<file path="config.mk">
export PLATFORM = sky130hd
export DESIGN_NAME = adc_device_end_flat
export DESIGN_NICKNAME = d
export VERILOG_FILES = /design/src/adc_link_pkg.sv /design/src/adc_link_if.sv /design/src/adc_device_end.sv /design/src/flat_wrapper.sv
export SDC_FILE = /design/constraint.sdc
export NUM_CORES = 1
export LEC_CHECK = 0
export BUFFER_PORTS_ARGS = -buffer_cell sky130_fd_sc_hd__buf_2
export CAP_MARGIN = 0
export CORE_MARGIN = 1.5
export CORE_UTILIZATION = 60
export DETAILED_ROUTE_END_ITERATION = 7
export GPL_ROUTABILITY_DRIVEN = 1
export MAX_ROUTING_LAYER = met4
export PLACE_DENSITY = 0.9
export SYNTH_ARGS = -nofsm -noshare
export SYNTH_HDL_FRONTEND = slang
export SYNTH_SLANG_ARGS = --single-unit
</file>
<file path="constraint.sdc">
create_clock -name CLK -period 2.4 [get_ports CLK]
set_input_delay 0.12 -clock CLK [delete_from_list [all_inputs] [get_ports CLK]]
set_output_delay 0.12 -clock CLK [all_outputs]
set_load 0.02 [all_outputs]
</file>
<file path="src/adc_link_pkg.sv">
package adc_link_pkg;
  // frame shape
  localparam int FRAME_EDGES    = 16;
  localparam int LEAD_ZEROS     = 4;
  localparam int RESULT_BITS    = 12;
  localparam int HOLD_EDGES     = 13;
  localparam int PD_LOW_EDGES   = 2;
  localparam int STAY_UP_EDGES  = 10;
  localparam int CNT_W          = 5;
  // timing
  localparam int CLK_PERIOD_NS  = 100;
  localparam int POWER_UP_NS    = 1000;
  localparam int QUIET_NS       = 25;
  localparam int ACQ_NS         = 200;
  localparam int RELEASE_NS     = 35;
  localparam int POWER_UP_CYC   =
    (POWER_UP_NS + CLK_PERIOD_NS - 1) / CLK_PERIOD_NS;
  localparam int QUIET_CYC      =
    (QUIET_NS + CLK_PERIOD_NS - 1) / CLK_PERIOD_NS;
  localparam int ACQ_CYC        =
    (ACQ_NS + CLK_PERIOD_NS - 1) / CLK_PERIOD_NS;
  localparam int RELEASE_CYC    =
    (RELEASE_NS / CLK_PERIOD_NS) < 1 ? 1 : RELEASE_NS / CLK_PERIOD_NS;
  localparam int SCLK_HALF      = 4;
  localparam int TIMER_W        = 8;
endpackage : adc_link_pkg

</file>
<file path="src/adc_link_if.sv">
`timescale 1ns/10ps
`default_nettype none
interface adc_link_if;
  logic sel_n;
  logic sclk;
  logic sdo_o;
  logic sdo_oe;
  logic sdo;
  assign sdo = sdo_oe ? sdo_o : 1'b1;
  modport device (input sel_n, input sclk, output sdo_o, output sdo_oe);
  modport host (output sel_n, output sclk, input sdo);
endinterface : adc_link_if
`default_nettype wire

</file>
<file path="src/adc_device_end.sv">
`timescale 1ns/10ps
`default_nettype none
// What this block does
// - select falling: hold, sample, drive output
// - select presents zero; falling edges shift
// - release output at sixteenth falling edge
// - back to track after thirteenth edge
// - host leaves 200 ns acquisition
// - host leaves 25 ns quiet time
// - select low ten edges keeps powered
// - rise after tenth edge aborts, stays up
// - sixteen clocks complete conversion and readout
// - host waits quiet time after release
// - rise between second and tenth: power down
// - power-down aborts, output floats quickly
// - rise before second edge: stay normal
// - dummy frame past tenth edge wakes
// - short frame while down: stay down
// - one dummy frame always enough
// - host keeps quiet time after dummy
// - waking: track on first clock edge
// - host may end dummy after tenth edge
// - host forces mode after supply up
// - host may dummy at once after power
// - at power-on, track already on
module adc_device_end
  import adc_link_pkg::*;
#(
  parameter int POWER_UP_CYCLES = POWER_UP_CYC
) (
  // clock and reset
  input  wire logic                   CLK,
  input  wire logic                   SYS_RST,
  // link
  adc_link_if.device                  LINK,
  // user side
  input  wire logic [RESULT_BITS-1:0] SAMPLE_IN,
  output logic      [RESULT_BITS-1:0] SAMPLE_HELD,
  output logic                        TRACKING,
  output logic                        POWERED_DOWN,
  output logic                        POWERED_UP
);
  // pin synchronisers and edge history
  logic                   sel_s1_reg;
  logic                   sel_s2_reg;
  logic                   sel_d_reg;
  logic                   clk_s1_reg;
  logic                   clk_s2_reg;
  logic                   clk_d_reg;
  // frame and power state
  logic                   active_reg;
  logic                   active_next;
  logic [CNT_W-1:0]       cnt_reg;
  logic [CNT_W-1:0]       cnt_next;
  logic [FRAME_EDGES-1:0] shift_reg;
  logic [FRAME_EDGES-1:0] shift_next;
  logic                   oe_reg;
  logic                   oe_next;
  logic                   track_reg;
  logic                   track_next;
  logic                   pd_reg;
  logic                   pd_next;
  logic                   waking_reg;
  logic                   waking_next;
  logic [RESULT_BITS-1:0] held_reg;
  logic [RESULT_BITS-1:0] held_next;
  logic [TIMER_W-1:0]     up_reg;
  logic [TIMER_W-1:0]     up_next;
  // edge strobes
  logic                   sel_fall;
  logic                   sel_rise;
  logic                   sclk_fall;
  logic                   sclk_rise;

  function automatic logic went_low(input logic was_level,
                                    input logic now_level);
    went_low = was_level & ~now_level;
  endfunction : went_low

  function automatic logic went_high(input logic was_level,
                                     input logic now_level);
    went_high = ~was_level & now_level;
  endfunction : went_high

  // count lies in [lo, hi)
  function automatic logic in_window(input logic [CNT_W-1:0] cnt,
                                     input int               lo,
                                     input int               hi);
    in_window = (cnt >= CNT_W'(lo)) && (cnt < CNT_W'(hi));
  endfunction : in_window

  always_ff @(posedge CLK or posedge SYS_RST) begin
    if (SYS_RST) begin
      sel_s1_reg <= 1'b1;
      sel_s2_reg <= 1'b1;
      sel_d_reg  <= 1'b1;
      clk_s1_reg <= 1'b1;
      clk_s2_reg <= 1'b1;
      clk_d_reg  <= 1'b1;
    end else begin
      sel_s1_reg <= LINK.sel_n;
      sel_s2_reg <= sel_s1_reg;
      sel_d_reg  <= sel_s2_reg;
      clk_s1_reg <= LINK.sclk;
      clk_s2_reg <= clk_s1_reg;
      clk_d_reg  <= clk_s2_reg;
    end
  end

  // clock edges count only while selected
  assign sel_fall  = went_low(sel_d_reg, sel_s2_reg);
  assign sel_rise  = went_high(sel_d_reg, sel_s2_reg);
  assign sclk_fall = went_low(clk_d_reg, clk_s2_reg) & ~sel_s2_reg;
  assign sclk_rise = went_high(clk_d_reg, clk_s2_reg) & ~sel_s2_reg;

  always_comb begin
    active_next = active_reg;
    cnt_next    = cnt_reg;
    shift_next  = shift_reg;
    oe_next     = oe_reg;
    track_next  = track_reg;
    pd_next     = pd_reg;
    waking_next = waking_reg;
    held_next   = held_reg;
    up_next     = up_reg;
    if (!pd_reg && up_reg != '0) begin
      up_next = up_reg - TIMER_W'(1);
    end
    if (sel_fall) begin
      active_next = 1'b1;
      cnt_next    = '0;
      oe_next     = 1'b1;
      track_next  = 1'b0;
      held_next   = SAMPLE_IN;
      shift_next  = {LEAD_ZEROS'(0), SAMPLE_IN};
      waking_next = pd_reg;
      // a dummy frame starts the analog side waking
      if (pd_reg) begin
        pd_next = 1'b0;
        up_next = TIMER_W'(POWER_UP_CYCLES);
      end
    end else if (active_reg && sel_rise) begin
      active_next = 1'b0;
      oe_next     = 1'b0;
      // decide the mode from the edges seen
      if (waking_reg) begin
        if (in_window(cnt_reg, 0, STAY_UP_EDGES)) begin
          pd_next = 1'b1;
        end
      end else if (in_window(cnt_reg, PD_LOW_EDGES, STAY_UP_EDGES)) begin
        pd_next = 1'b1;
      end
      // hold stays on while the analog side sleeps
      track_next  = ~pd_next;
      waking_next = 1'b0;
    end else if (active_reg) begin
      if (sclk_fall && cnt_reg < CNT_W'(FRAME_EDGES)) begin
        cnt_next   = cnt_reg + CNT_W'(1);
        shift_next = {shift_reg[FRAME_EDGES-2:0], 1'b0};
        if (cnt_reg == CNT_W'(FRAME_EDGES - 1)) begin
          oe_next = 1'b0;
        end
      end
      // waking: the first clock edge of either sense ends the hold
      if ((sclk_rise || sclk_fall) && waking_reg) begin
        track_next = 1'b1;
      end
      if (sclk_rise && in_window(cnt_reg, HOLD_EDGES, FRAME_EDGES + 1)) begin
        track_next = 1'b1;
      end
    end
  end

  always_ff @(posedge CLK or posedge SYS_RST) begin
    if (SYS_RST) begin
      active_reg <= 1'b0;
      cnt_reg    <= '0;
      shift_reg  <= '0;
      oe_reg     <= 1'b0;
      track_reg  <= 1'b1;
      pd_reg     <= 1'b0;
      waking_reg <= 1'b0;
      held_reg   <= '0;
      up_reg     <= '0;
    end else begin
      active_reg <= active_next;
      cnt_reg    <= cnt_next;
      shift_reg  <= shift_next;
      oe_reg     <= oe_next;
      track_reg  <= track_next;
      pd_reg     <= pd_next;
      waking_reg <= waking_next;
      held_reg   <= held_next;
      up_reg     <= up_next;
    end
  end

  // link pins and user outputs
  assign LINK.sdo_o   = shift_reg[FRAME_EDGES-1];
  assign LINK.sdo_oe  = oe_reg;
  assign SAMPLE_HELD  = held_reg;
  assign TRACKING     = track_reg;
  assign POWERED_DOWN = pd_reg;
  assign POWERED_UP   = ~pd_reg & (up_reg == '0);
endmodule : adc_device_end
`default_nettype wire

</file>
<file path="src/flat_wrapper.sv">
// flat-port wrapper written by rule: the top's interface ports become plain ports
module adc_device_end_flat import adc_link_pkg::*;
#(
  parameter int POWER_UP_CYCLES = POWER_UP_CYC
)
  (CLK, SYS_RST, SAMPLE_IN, SAMPLE_HELD, TRACKING, POWERED_DOWN, POWERED_UP, LINK_sel_n, LINK_sclk, LINK_sdo_o, LINK_sdo_oe);
  adc_link_if LINK_i ();
  input  wire logic CLK;
  input  wire logic SYS_RST;
  input  wire logic [RESULT_BITS-1:0] SAMPLE_IN;
  output logic      [RESULT_BITS-1:0] SAMPLE_HELD;
  output logic TRACKING;
  output logic POWERED_DOWN;
  output logic POWERED_UP;
  input wire logic [$bits(LINK_i.sel_n)-1:0] LINK_sel_n;
  input wire logic [$bits(LINK_i.sclk)-1:0] LINK_sclk;
  output wire logic [$bits(LINK_i.sdo_o)-1:0] LINK_sdo_o;
  output wire logic [$bits(LINK_i.sdo_oe)-1:0] LINK_sdo_oe;
  assign LINK_i.sel_n = LINK_sel_n;
  assign LINK_i.sclk = LINK_sclk;
  assign LINK_sdo_o = LINK_i.sdo_o;
  assign LINK_sdo_oe = LINK_i.sdo_oe;
  adc_device_end #(.POWER_UP_CYCLES(POWER_UP_CYCLES)) u_core (.CLK(CLK), .SYS_RST(SYS_RST), .LINK(LINK_i), .SAMPLE_IN(SAMPLE_IN), .SAMPLE_HELD(SAMPLE_HELD), .TRACKING(TRACKING), .POWERED_DOWN(POWERED_DOWN), .POWERED_UP(POWERED_UP));
endmodule
</file>
* After elaboration in Yosys (flattened, before gate mapping)
Index checks and enable logic that the tools add are counted.
** Storage, ports and cells
- Register bits :: 52
- Input port bits :: 16
** Operators by class
- Add/sub/neg operators :: 2
- Order comparisons :: 6
- Eq/ne operators :: 2
- Mux-type cells :: 31
- Bitwise logic cells :: 13
- Reductions and logical operators :: 22
** Operators by type and width (count)
- $mux W16 :: 4
- $mux W8 :: 3
- $mux W1 :: 20
- $mux W5 :: 4
- $lt A5 B5 Y1 const B :: 2
- $reduce_bool A3 Y1 :: 3
- $logic_and A1 B1 Y1 :: 8
- $logic_not A8 Y1 :: 1
- $reduce_bool A8 Y1 :: 1
- $sub A8 B1 Y8 const B :: 1
- $and A1 B1 Y1 :: 7
- $not A1 Y1 :: 6
- $reduce_and A3 Y1 :: 2
- $reduce_bool A2 Y1 :: 3
- $add A5 B1 Y5 const B :: 1
- $eq A5 B4 Y1 const B :: 1
- $ge A5 B1 Y1 const B :: 1
- $ge A5 B2 Y1 const B :: 1
- $ge A5 B4 Y1 const B :: 1
- $lt A5 B4 Y1 const B :: 1
- $reduce_bool A4 Y1 :: 1
- $ne A2 B1 Y1 const B :: 1
- $reduce_and A2 Y1 :: 1
- $logic_not A1 Y1 :: 1
- $logic_or A1 B1 Y1 :: 1

* Logic depth before layout (Yosys ltp)
Gate-level depths: netlist of run 1.
- Depth in word-level cells :: 10
- Mapped depth :: 6
- Depth with buffers taken out :: 6

* Least setup slack after synthesis of run 1
OpenSTA, ideal clock, no wires.
- Path kind :: register to register
- Start :: register u_core.pd_reg (netlist: u_core.POWERED_DOWN)
- End :: register u_core.up_reg[3]
- Library setup time :: 0.120 ns
- Arrival :: 1.482 ns
- Required time :: 2.280 ns
- Setup slack :: 0.798 ns
- Stages on the path, launching flop included :: 6
- Cells stage by stage :: dfrtp_1 -> buf_2 -> or4_1 -> a31oi_1 -> xnor2_1 -> nand2_1
** On the way
- Word-level cells in the longest chain between the ends :: 5
** Ends and longest elaborated chain
- from (decl) :: RTL line adc_device_end.sv:61 : logic pd_reg;
- from (signal assigned) :: RTL line adc_device_end.sv:191 : pd_reg <= pd_next;
- $logic_not A1 Y1 :: RTL line adc_device_end.sv:126 : if (!pd_reg && up_reg != '0) begin
- $logic_and A1 B1 Y1 :: RTL line adc_device_end.sv:126
- $mux W8 :: RTL line adc_device_end.sv:126
- $mux W8 :: RTL line adc_device_end.sv:138 : if (pd_reg) begin
- $mux W8 * :: RTL line adc_device_end.sv:129 : if (sel_fall) begin
- named net u_core.up_next[3] :: RTL line adc_device_end.sv:68 : logic [TIMER_W-1:0] up_next;
- to (signal assigned) :: RTL line adc_device_end.sv:194 : up_reg <= up_next;
- to (decl) :: RTL line adc_device_end.sv:67 : logic [TIMER_W-1:0] up_reg;
Mark *: on every way through the listed nets, which the timed path passes. The rest lies on a longest branch.
A chain may end at the register's enable or synchronous reset.

* Worst setup path in the final report of run 1
- Start :: register u_core.up_reg[1]
- End :: output POWERED_UP
** On the way
- Word-level cells in the longest chain between the ends :: 2
** Ends and longest elaborated chain
- $logic_not A8 Y1 :: RTL line adc_device_end.sv:204 : assign POWERED_UP = ~pd_reg & (up_reg == '0);
- $and A1 B1 Y1 :: RTL line adc_device_end.sv:204
- to (decl) :: RTL line flat_wrapper.sv:14 : output logic POWERED_UP;
Every way passes these cells.

==> results_dict.tcl, run 1 <==
set metrics [dict create \
    multi_input_area_um2 935 \
    grt_pass1_wl_um 7720 \
    syn-cell-area_um2 2320 \
    synth_area_leader_cell "dfrtp_1" \
    start_kind "register" \
    die_h_um 65.2 \
    reg2reg_to "u_core.up_reg[1]" \
    core-area_um2 3690 \
    syn_inst 235 \
    fin_crit_sh 0.820 \
    final-setup-viol-count 0 \
    rr_startpoint "u_core.up_reg[1]" \
    netlist_top_cells_count "nand2_1, dfrtp_1, o21ai_0" \
    grt_overflow 0 \
    wl_met3_um 172 \
    grt_antenna_before_repair 0 \
    hold_path_depth 3 \
    drt_pass1_iterations 4 \
    arrival_ns 1.85 \
    synthTopCellsByArea "dfrtp_1, nand2_1, dfstp_2, mux2i_1, o21ai_0" \
    cts.clk_slew.worst_paths_ns 0.09 \
    yosys_register_bits 52 \
    fmax_mhz 508 \
    die_w_um 65.2 \
    p_total_w 0.00229 \
    cts_tree "done" \
    cts_buffers 5 \
    drc 0 \
    ff_latch_area_um2 1310 \
    post_drt_wl_per_cell_um 14.3 \
    initial_core_util 0.630 \
    avgSynthCellArea_um2 9.88 \
    vias 1764 \
    nFillCells 283 \
    hold_viol 0 \
    ff2ff_setup_slack_ns 0.56 \
    io_buffers 32 \
    drt-met1-wl_um 2030 \
    viasPerCell 5.50 \
    postRouteAntennaNets 0 \
    grt_max_degree 51 \
    worstPathRequired_ns 2.28 \
    power.density_nw_per_um2 855 \
    leakage_nw 1.37 \
    finalWirelength_um 4600 \
    h-tree-depth 2 \
    largest_reg_flops 16 \
    crit_type "reg -> out" \
    nets 293 \
    drv_slew 0 \
    ys_seq_area_frac 0.564 \
    r2r.worst_path.cells 6 \
    yosysTopAreaCellShare 0.485 \
    grt_pass1_vias 1656 \
    synth_most_common_cell "nand2_1" \
    netlist-cell-type-count 33 \
    timing.setup.tns_ns 0 \
    syn2layout_area_growth_pct 15.4 \
    hp-start "SAMPLE_IN[3]" \
    diodes 0 \
    fp-row-count 22 \
    gp_congestion 0.872 \
    first_iter_violations 95 \
    hold_class "in -> reg" \
    cts_hold_buf 2 \
    cts_root_buf "clkbuf_8" \
    ctsResizeCount 0 \
    critPathMaxFanout 6 \
    clk_latency_ns 0.31 \
    die_area_um2 4250 \
    route.met2.wl_um 2280 \
    ios 33 \
    rsz0062_at_grt "no" \
    worstMarginPinSlew_ns 0.983 \
    end_kind "output port" \
    synth_edf_count 0 \
    finalCriticalPeriod_ns 1.97 \
    post-cts-setup-buffer-count 0 \
    async_flop_share 1.00 \
    synth_fp_nets 256 \
    worstHoldEndpoint "u_core.SAMPLE_HELD[3]" \
    cts_buffer_depth 2 \
    hpwlAfterDp_um 2980 \
    max_slew_margin 0.344 \
    ir_drop_mv 0.560 \
    dr.max_layer_used "met4" \
    cts.sinks 52 \
    grt_use_total 0.250 \
    drv_cap 0 \
    synth_ff_type "dfrtp_1" \
    drive_gt1_frac 0.223 \
    outcome "finished, final reports clean" \
    skew_ns 0.00652 \
    yosysWarnings 0 \
]
==> cells by family after synthesis <==
kind of cell / share of synthesized area
simple gates: 0.198
compound gates: 0.0927
buf+inv: 0.0345
flops: 0.564
xor+xnor: 0.0189
mux: 0.0652
fa+ha+maj: 0.0269
==> stage by stage <==
step / area, um2 / std cells / setup slack (ns) / utilization / hold slack (ns)
after floorplan: 2320 / 235 / 0.798 / - / 0.124
after global placement: 2550 / 311 / 0.741 / 0.692 / 0.225
after detailed placement: 2550 / 311 / 0.652 / 0.692 / 0.232
after CTS: 2680 / 321 / 0.471 / 0.726 / 0.0139
after global routing: 2680 / 321 / 0.315 / 0.726 / 0.0144
final: 2680 / 321 / 0.432 / 0.726 / 0.0177
==> critical path, stage by stage, from the launching register on <==
cell and delay (ns):
dfrtp_1 0.43, inv_1 0.11, ha_1 0.17, nor2b_1 0.23, nand3_1 0.28, nor2_1 0.15, buf_2 0.17
==> final cells by class <==
cell class / instances / area share
multi-input cells: 163 / 0.349
clock inverters: 2 / 0.0131
clock buffers: 6 / 0.0271
inverters: 9 / 0.0126
flip-flops and latches: 52 / 0.489
repair buffers: 41 / 0.0869
well taps: 48 / 0.0224
==> worst max-delay path by stage <==
stage                              from                 to  slack (ns)  cells past startpoint
floorplan           u_core.POWERED_DOWN   u_core.up_reg[3]        0.80                      5
global placement       u_core.clk_d_reg  u_core.cnt_reg[1]        0.74                      5
detailed placement     u_core.up_reg[0]   u_core.up_reg[1]        0.65                      6
CTS                    u_core.up_reg[0]         POWERED_UP        0.47                      6
global route           u_core.up_reg[0]         POWERED_UP        0.32                      6
finish                 u_core.up_reg[1]         POWERED_UP        0.43                      6
==> placed cells by master (no fill, tap or decap), types with 3 or more instances in the layout <==
cell type  instances
nand2_1           52
dfrtp_1           45
buf_2             32
o21ai_0           21
nand3_1           14
mux2i_1           14
nor2_1            14
a21oi_1            9
inv_1              8
buf_4              7
dfstp_2            7
nor3_1             5
ha_1               5
clkbuf_8           5
a31oi_1            4
xnor2_1            3
==> metal layers <==
metal  track usage  vias to the layer above
li1              -                      869
met1         0.300                      843
met2         0.415                       40
met3        0.0531                       12
met4         0.102                        0
met5             -                        -
==> where the power goes <==
| part | switching [W] | internal, W |
|---|---|---|
| sequential | 0.000133 | 0.00102 |
| clock | 0.000281 | 0.000310 |
| combinational | 0.000311 | 0.000232 |
| total | 0.000725 | 0.00156 |
No activity file was read; power rests on OpenSTA's default activity.
==> run 2, diff against run 1 <==
--- a/config.mk
+++ b/config.mk
@@ -8,11 +8,11 @@
 export BUFFER_PORTS_ARGS = -buffer_cell sky130_fd_sc_hd__buf_2
 export CAP_MARGIN = 0
 export CORE_MARGIN = 1.5
-export CORE_UTILIZATION = 60
+export CORE_UTILIZATION = 51
 export DETAILED_ROUTE_END_ITERATION = 7
 export GPL_ROUTABILITY_DRIVEN = 1
 export MAX_ROUTING_LAYER = met4
-export PLACE_DENSITY = 0.9
+export PLACE_DENSITY = 0.82
 export SYNTH_ARGS = -nofsm -noshare
 export SYNTH_HDL_FRONTEND = slang
 export SYNTH_SLANG_ARGS = --single-unit
==> constraint.sdc (replaced) <==
create_clock -name CLK -period 1.7 [get_ports CLK]
set_input_delay 0.085 -clock CLK [delete_from_list [all_inputs] [get_ports CLK]]
set_output_delay 0.085 -clock CLK [all_outputs]
set_load 0.02 [all_outputs]
==> results_dict.tcl, run 2 (same netlist as run 1, synthesis figures left out) <==
set metrics [dict create \
    outcome "finished, final reports clean" \
    drt_pass1_iterations 4 \
    grt_antenna_before_repair 0 \
    fp-row-count 24 \
    arrival_ns 1.80 \
    timing.setup.tns_ns 0 \
    cts_root_buf "clkbuf_8" \
    fin_util 0.675 \
    max_slew_margin 0.691 \
    met1_usage 0.276 \
    viasPerCell 5.36 \
    nets 314 \
    finalWirelength_um 4610 \
    die_area_um2 4970 \
    hpwlAfterDp_um 3040 \
    grt_busiest_layer "met2" \
    grt_pass1_vias 1784 \
    use_met2 0.328 \
    vias 1856 \
    first_iter_violations 114 \
    cts_buffers 5 \
    critPathMaxFanout 3 \
    end_kind "register" \
    cts_buffer_depth 2 \
    skew_ns 0.00467 \
    final-setup-viol-count 0 \
    ff_latch_area_um2 1310 \
    pre_cts_ws_ns -0.0693 \
    finalCriticalPeriod_ns 1.61 \
    cts.clk_slew.worst_paths_ns 0.09 \
    grt_use_met3 0.0491 \
    nFillCells 332 \
    multi_input_area_um2 960 \
    die_h_um 70.5 \
    post_drt_wl_per_cell_um 13.3 \
    grt_use_total 0.208 \
    core-area_um2 4350 \
    h-tree-depth 2 \
    largest_reg_flops 16 \
    initial_core_util 0.533 \
    crit_type "reg -> reg" \
    hold_viol 0 \
    worstPathRequired_ns 1.89 \
    io_buffers 32 \
    post-route-worst-setup-slack_ns 0.0924 \
    drv_slew 0 \
    syn2layout_area_growth_pct 26.6 \
    grt_overflow 0 \
    drv_cap 0 \
    postRouteAntennaNets 0 \
    final_common_cell "nand2_1" \
    layout_common_cells "nand2_1, dfrtp_1, buf_2" \
    diodes 0 \
    p_total_w 0.00338 \
    fmax_mhz 622 \
    drc 0 \
    grt_pass1_wl_um 7980 \
    ios 33 \
    cts_tree "done" \
    die_w_um 70.5 \
    ir_drop_mv 0.717 \
    clk_latency_ns 0.30 \
    gp_congestion 0.855 \
    cts.sinks 52 \
    drive_gt1_frac 0.255 \
    fin_crit_sh 0.946 \
    grt_max_degree 32 \
    worstMarginPinSlew_ns 0.463 \
    hold_class "in -> async" \
    start_kind "register" \
    power.density_nw_per_um2 1150 \
    leakage_nw 1.48 \
]
[run 2: final cells by class]
type                            instances  share of cell area
Sequential cell                        52               0.446
Multi-Input combinational cell        163               0.327
Timing Repair Buffer                   62               0.158
Clock buffer                            6              0.0247
Tap cell                               52              0.0221
Clock inverter                          2              0.0119
Inverter                                9              0.0115
[run 2: metrics by stage]
step,instances,hold WS (ns),cell area (um2)
CTS,344,0.332,2910
global route,346,0.356,2940
finish,346,0.348,2940
floorplan,235,0.0895,2320
detailed placement,320,0.122,2630
global placement,320,0.126,2630
[run 2: worst paths after layout]
| kind | start | to | slack, ns | depth (start not counted) |
|---|---|---|---|---|
| max in group asynchronous | SYS_RST | u_core.TRACKING | 0.76 | 4 |
| min in group CLK | u_core.clk_s1_reg | u_core.clk_s2_reg | 0.36 | 0 |
| hold reg to reg | u_core.clk_s1_reg | u_core.clk_s2_reg | 0.36 | 0 |
| setup reg to reg | u_core.up_reg[0] | u_core.up_reg[3] | 0.09 | 5 |
| setup / recovery | u_core.up_reg[0] | u_core.up_reg[3] | 0.09 | 5 |
| hold / removal | SYS_RST | u_core.cnt_reg[3] | 0.35 | 3 |
[run 2: power by group]
group | switching, W | internal, W | leakage, nW | total (W)
clock | 0.000381 | 0.000437 | 0.0552 | 0.000818
sequential | 0.000182 | 0.00144 | 0.640 | 0.00163
combinational | 0.000515 | 0.000425 | 0.787 | 0.000940
total | 0.00108 | 0.00231 | 1.48 | 0.00338
[run 2: what timing repair did]
action	in CTS	in global routing
pin swaps	0	1
setup buffers	1	2
hold endpoints to repair	34	0
setup endpoints to repair	2	4
hold buffers	15	0
gates resized for setup	3	6
cloned	0	0
[run 2: critical path, cell delays in order (launching register included)]
cell and delay, ns:
dfrtp_1 0.42, buf_4 0.16, or4_1 0.46, a31oi_1 0.24
xnor2_1 0.16, nand2_1 0.07
[run 2: routing by layer]
metal | wire length (um) | up-vias
li1 | - | 911
met1 | 2140 | 904
met2 | 2290 | 39
met3 | 155 | 2
met4 | 17 | 0
met5 | 0 | -
==> run 3, diff against run 2 <==
--- a/config.mk
+++ b/config.mk
@@ -8,11 +8,11 @@
 export BUFFER_PORTS_ARGS = -buffer_cell sky130_fd_sc_hd__buf_2
 export CAP_MARGIN = 0
 export CORE_MARGIN = 1.5
-export CORE_UTILIZATION = 51
+export CORE_UTILIZATION = 56
 export DETAILED_ROUTE_END_ITERATION = 7
 export GPL_ROUTABILITY_DRIVEN = 1
 export MAX_ROUTING_LAYER = met4
-export PLACE_DENSITY = 0.82
+export PLACE_DENSITY = 0.85
 export SYNTH_ARGS = -nofsm -noshare
 export SYNTH_HDL_FRONTEND = slang
 export SYNTH_SLANG_ARGS = --single-unit
==> constraint.sdc (replaced) <==
create_clock -name CLK -period 1.55 [get_ports CLK]
set_input_delay 0.0775 -clock CLK [delete_from_list [all_inputs] [get_ports CLK]]
set_output_delay 0.0775 -clock CLK [all_outputs]
set_load 0.02 [all_outputs]
==> results_dict.tcl, run 3 (same netlist as run 1, synthesis figures left out) <==
set metrics [dict create \
    drv_slew 0 \
    critPathMaxFanout 4 \
    cts_buffers 5 \
    drt_pass1_iterations 4 \
    drc 0 \
    grt_max_degree 26 \
    nets 321 \
    cts_tree "done" \
    start_kind "register" \
    pre_cts_ws_ns 0.00334 \
    end_kind "output port" \
    grt_use_total 0.267 \
    cts_buffer_depth 2 \
    drv_cap 0 \
    grt_antenna_before_repair 0 \
    viasPerCell 5.43 \
    die_h_um 67.4 \
    fin_crit_sh 0.998 \
    vias 1905 \
    initial_core_util 0.581 \
    io_buffers 32 \
    finalWirelength_um 5120 \
    diodes 0 \
    die_w_um 67.4 \
    leakage_nw 1.51 \
    p_total_w 0.00381 \
    skew_ns 0.00266 \
    grt_pass1_vias 1899 \
    postRouteAntennaNets 0 \
    layout_common_cells "nand2_1, dfrtp_1, buf_2" \
    arrival_ns 1.47 \
    hold_class "in -> async" \
    cts.clk_slew.worst_paths_ns 0.09 \
    largest_reg_flops 16 \
    cts_root_buf "clkbuf_8" \
    clk_latency_ns 0.30 \
    stdcell_count 351 \
    fp-row-count 23 \
    gp_congestion 0.900 \
    rsz0062_at_grt "yes" \
    die_area_um2 4540 \
    first_iter_violations 111 \
    grt_pass1_wl_um 8660 \
    hold_viol 0 \
    fmax_mhz 647 \
    finalCriticalPeriod_ns 1.55 \
    worstMarginPinSlew_ns 0.428 \
    syn2layout_area_growth_pct 29.5 \
    power.density_nw_per_um2 1270 \
    cts.sinks 52 \
    core-area_um2 4000 \
    drive_gt1_frac 0.286 \
    ir_drop_mv 0.741 \
    crit_type "reg -> out" \
    hpwlAfterDp_um 3190 \
    post-route-worst-setup-slack_ns 0.00343 \
    final_common_cell "nand2_1" \
    h-tree-depth 2 \
    max_slew_margin 0.714 \
    grt_overflow 0 \
    hold_slack_ns 0.320 \
    post_drt_wl_per_cell_um 14.6 \
    ios 33 \
    dpl.cell_count 326 \
    worstPathRequired_ns 1.47 \
    final-setup-viol-count 0 \
    nFillCells 258 \
    outcome "finished, final reports clean" \
]
-- run 3: cell count changes in the layout (fill, tap and decap cells not counted), sizes merged --
cell  previous run  this run
buf             47        54
-- run 3: what timing repair did --
item,4_1_cts,5_1_grt
setup endpoints to repair,4,13
hold buffers,15,0
hold endpoints to repair,30,0
setup buffers,0,2
gates resized for setup,6,13
gates cloned,0,0
pin swaps,1,1
-- run 3: cell type report --
type | instances | area (um2) | area share
Sequential cell | 52 | 1310 | 0.436
Multi-Input combinational cell | 163 | 993 | 0.330
Timing Repair Buffer | 69 | 498 | 0.166
Clock buffer | 6 | 72.6 | 0.0241
Tap cell | 50 | 62.6 | 0.0208
Clock inverter | 2 | 35.0 | 0.0117
Inverter | 9 | 33.8 | 0.0112
-- run 3: worst paths after layout --
kind	start	end	slack, ns	depth (start not counted)
worst max-delay path	u_core.up_reg[1]	POWERED_UP	0.003	6
worst min-delay path	SYS_RST	u_core.shift_reg[10]	0.32	3
worst max register to register	u_core.cnt_reg[1]	u_core.TRACKING	0.03	4
worst min register to register	u_core.sel_s1_reg	u_core.sel_s2_reg	0.36	0
max in group asynchronous	SYS_RST	u_core.shift_reg[1]	0.61	4
min in group CLK	u_core.sel_s1_reg	u_core.sel_s2_reg	0.36	0
-- run 3: critical path, stage by stage (launching register included) --
cell and delay (ns):
dfrtp_1 0.42, inv_2 0.10, ha_4 0.13, nor2b_4 0.17, nand3_4 0.11, nor2_4 0.12
buf_6 0.11
-- run 3: per-stage QoR --
step / TNS, ns / area [um2] / utilization
after floorplan: 0 / 2330 / -
after global placement: 0 / 2670 / 0.666
after detailed placement: 0 / 2670 / 0.666
after CTS: -0.0312 / 2940 / 0.735
after global routing: -0.203 / 3010 / 0.752
final: 0 / 3010 / 0.752
-- run 3: power breakdown --
group	total, W	internal, W	switching, W
combinational	0.00112	0.000533	0.000584
sequential	0.00179	0.00158	0.000208
clock	0.000902	0.000479	0.000422
-- run 3: metal layers --
layer  global-route usage  share of wire
met1                0.318           0.43
met2                0.452           0.53
met3               0.0550          0.029
met4               0.0918         0.0098
met5                    -              0
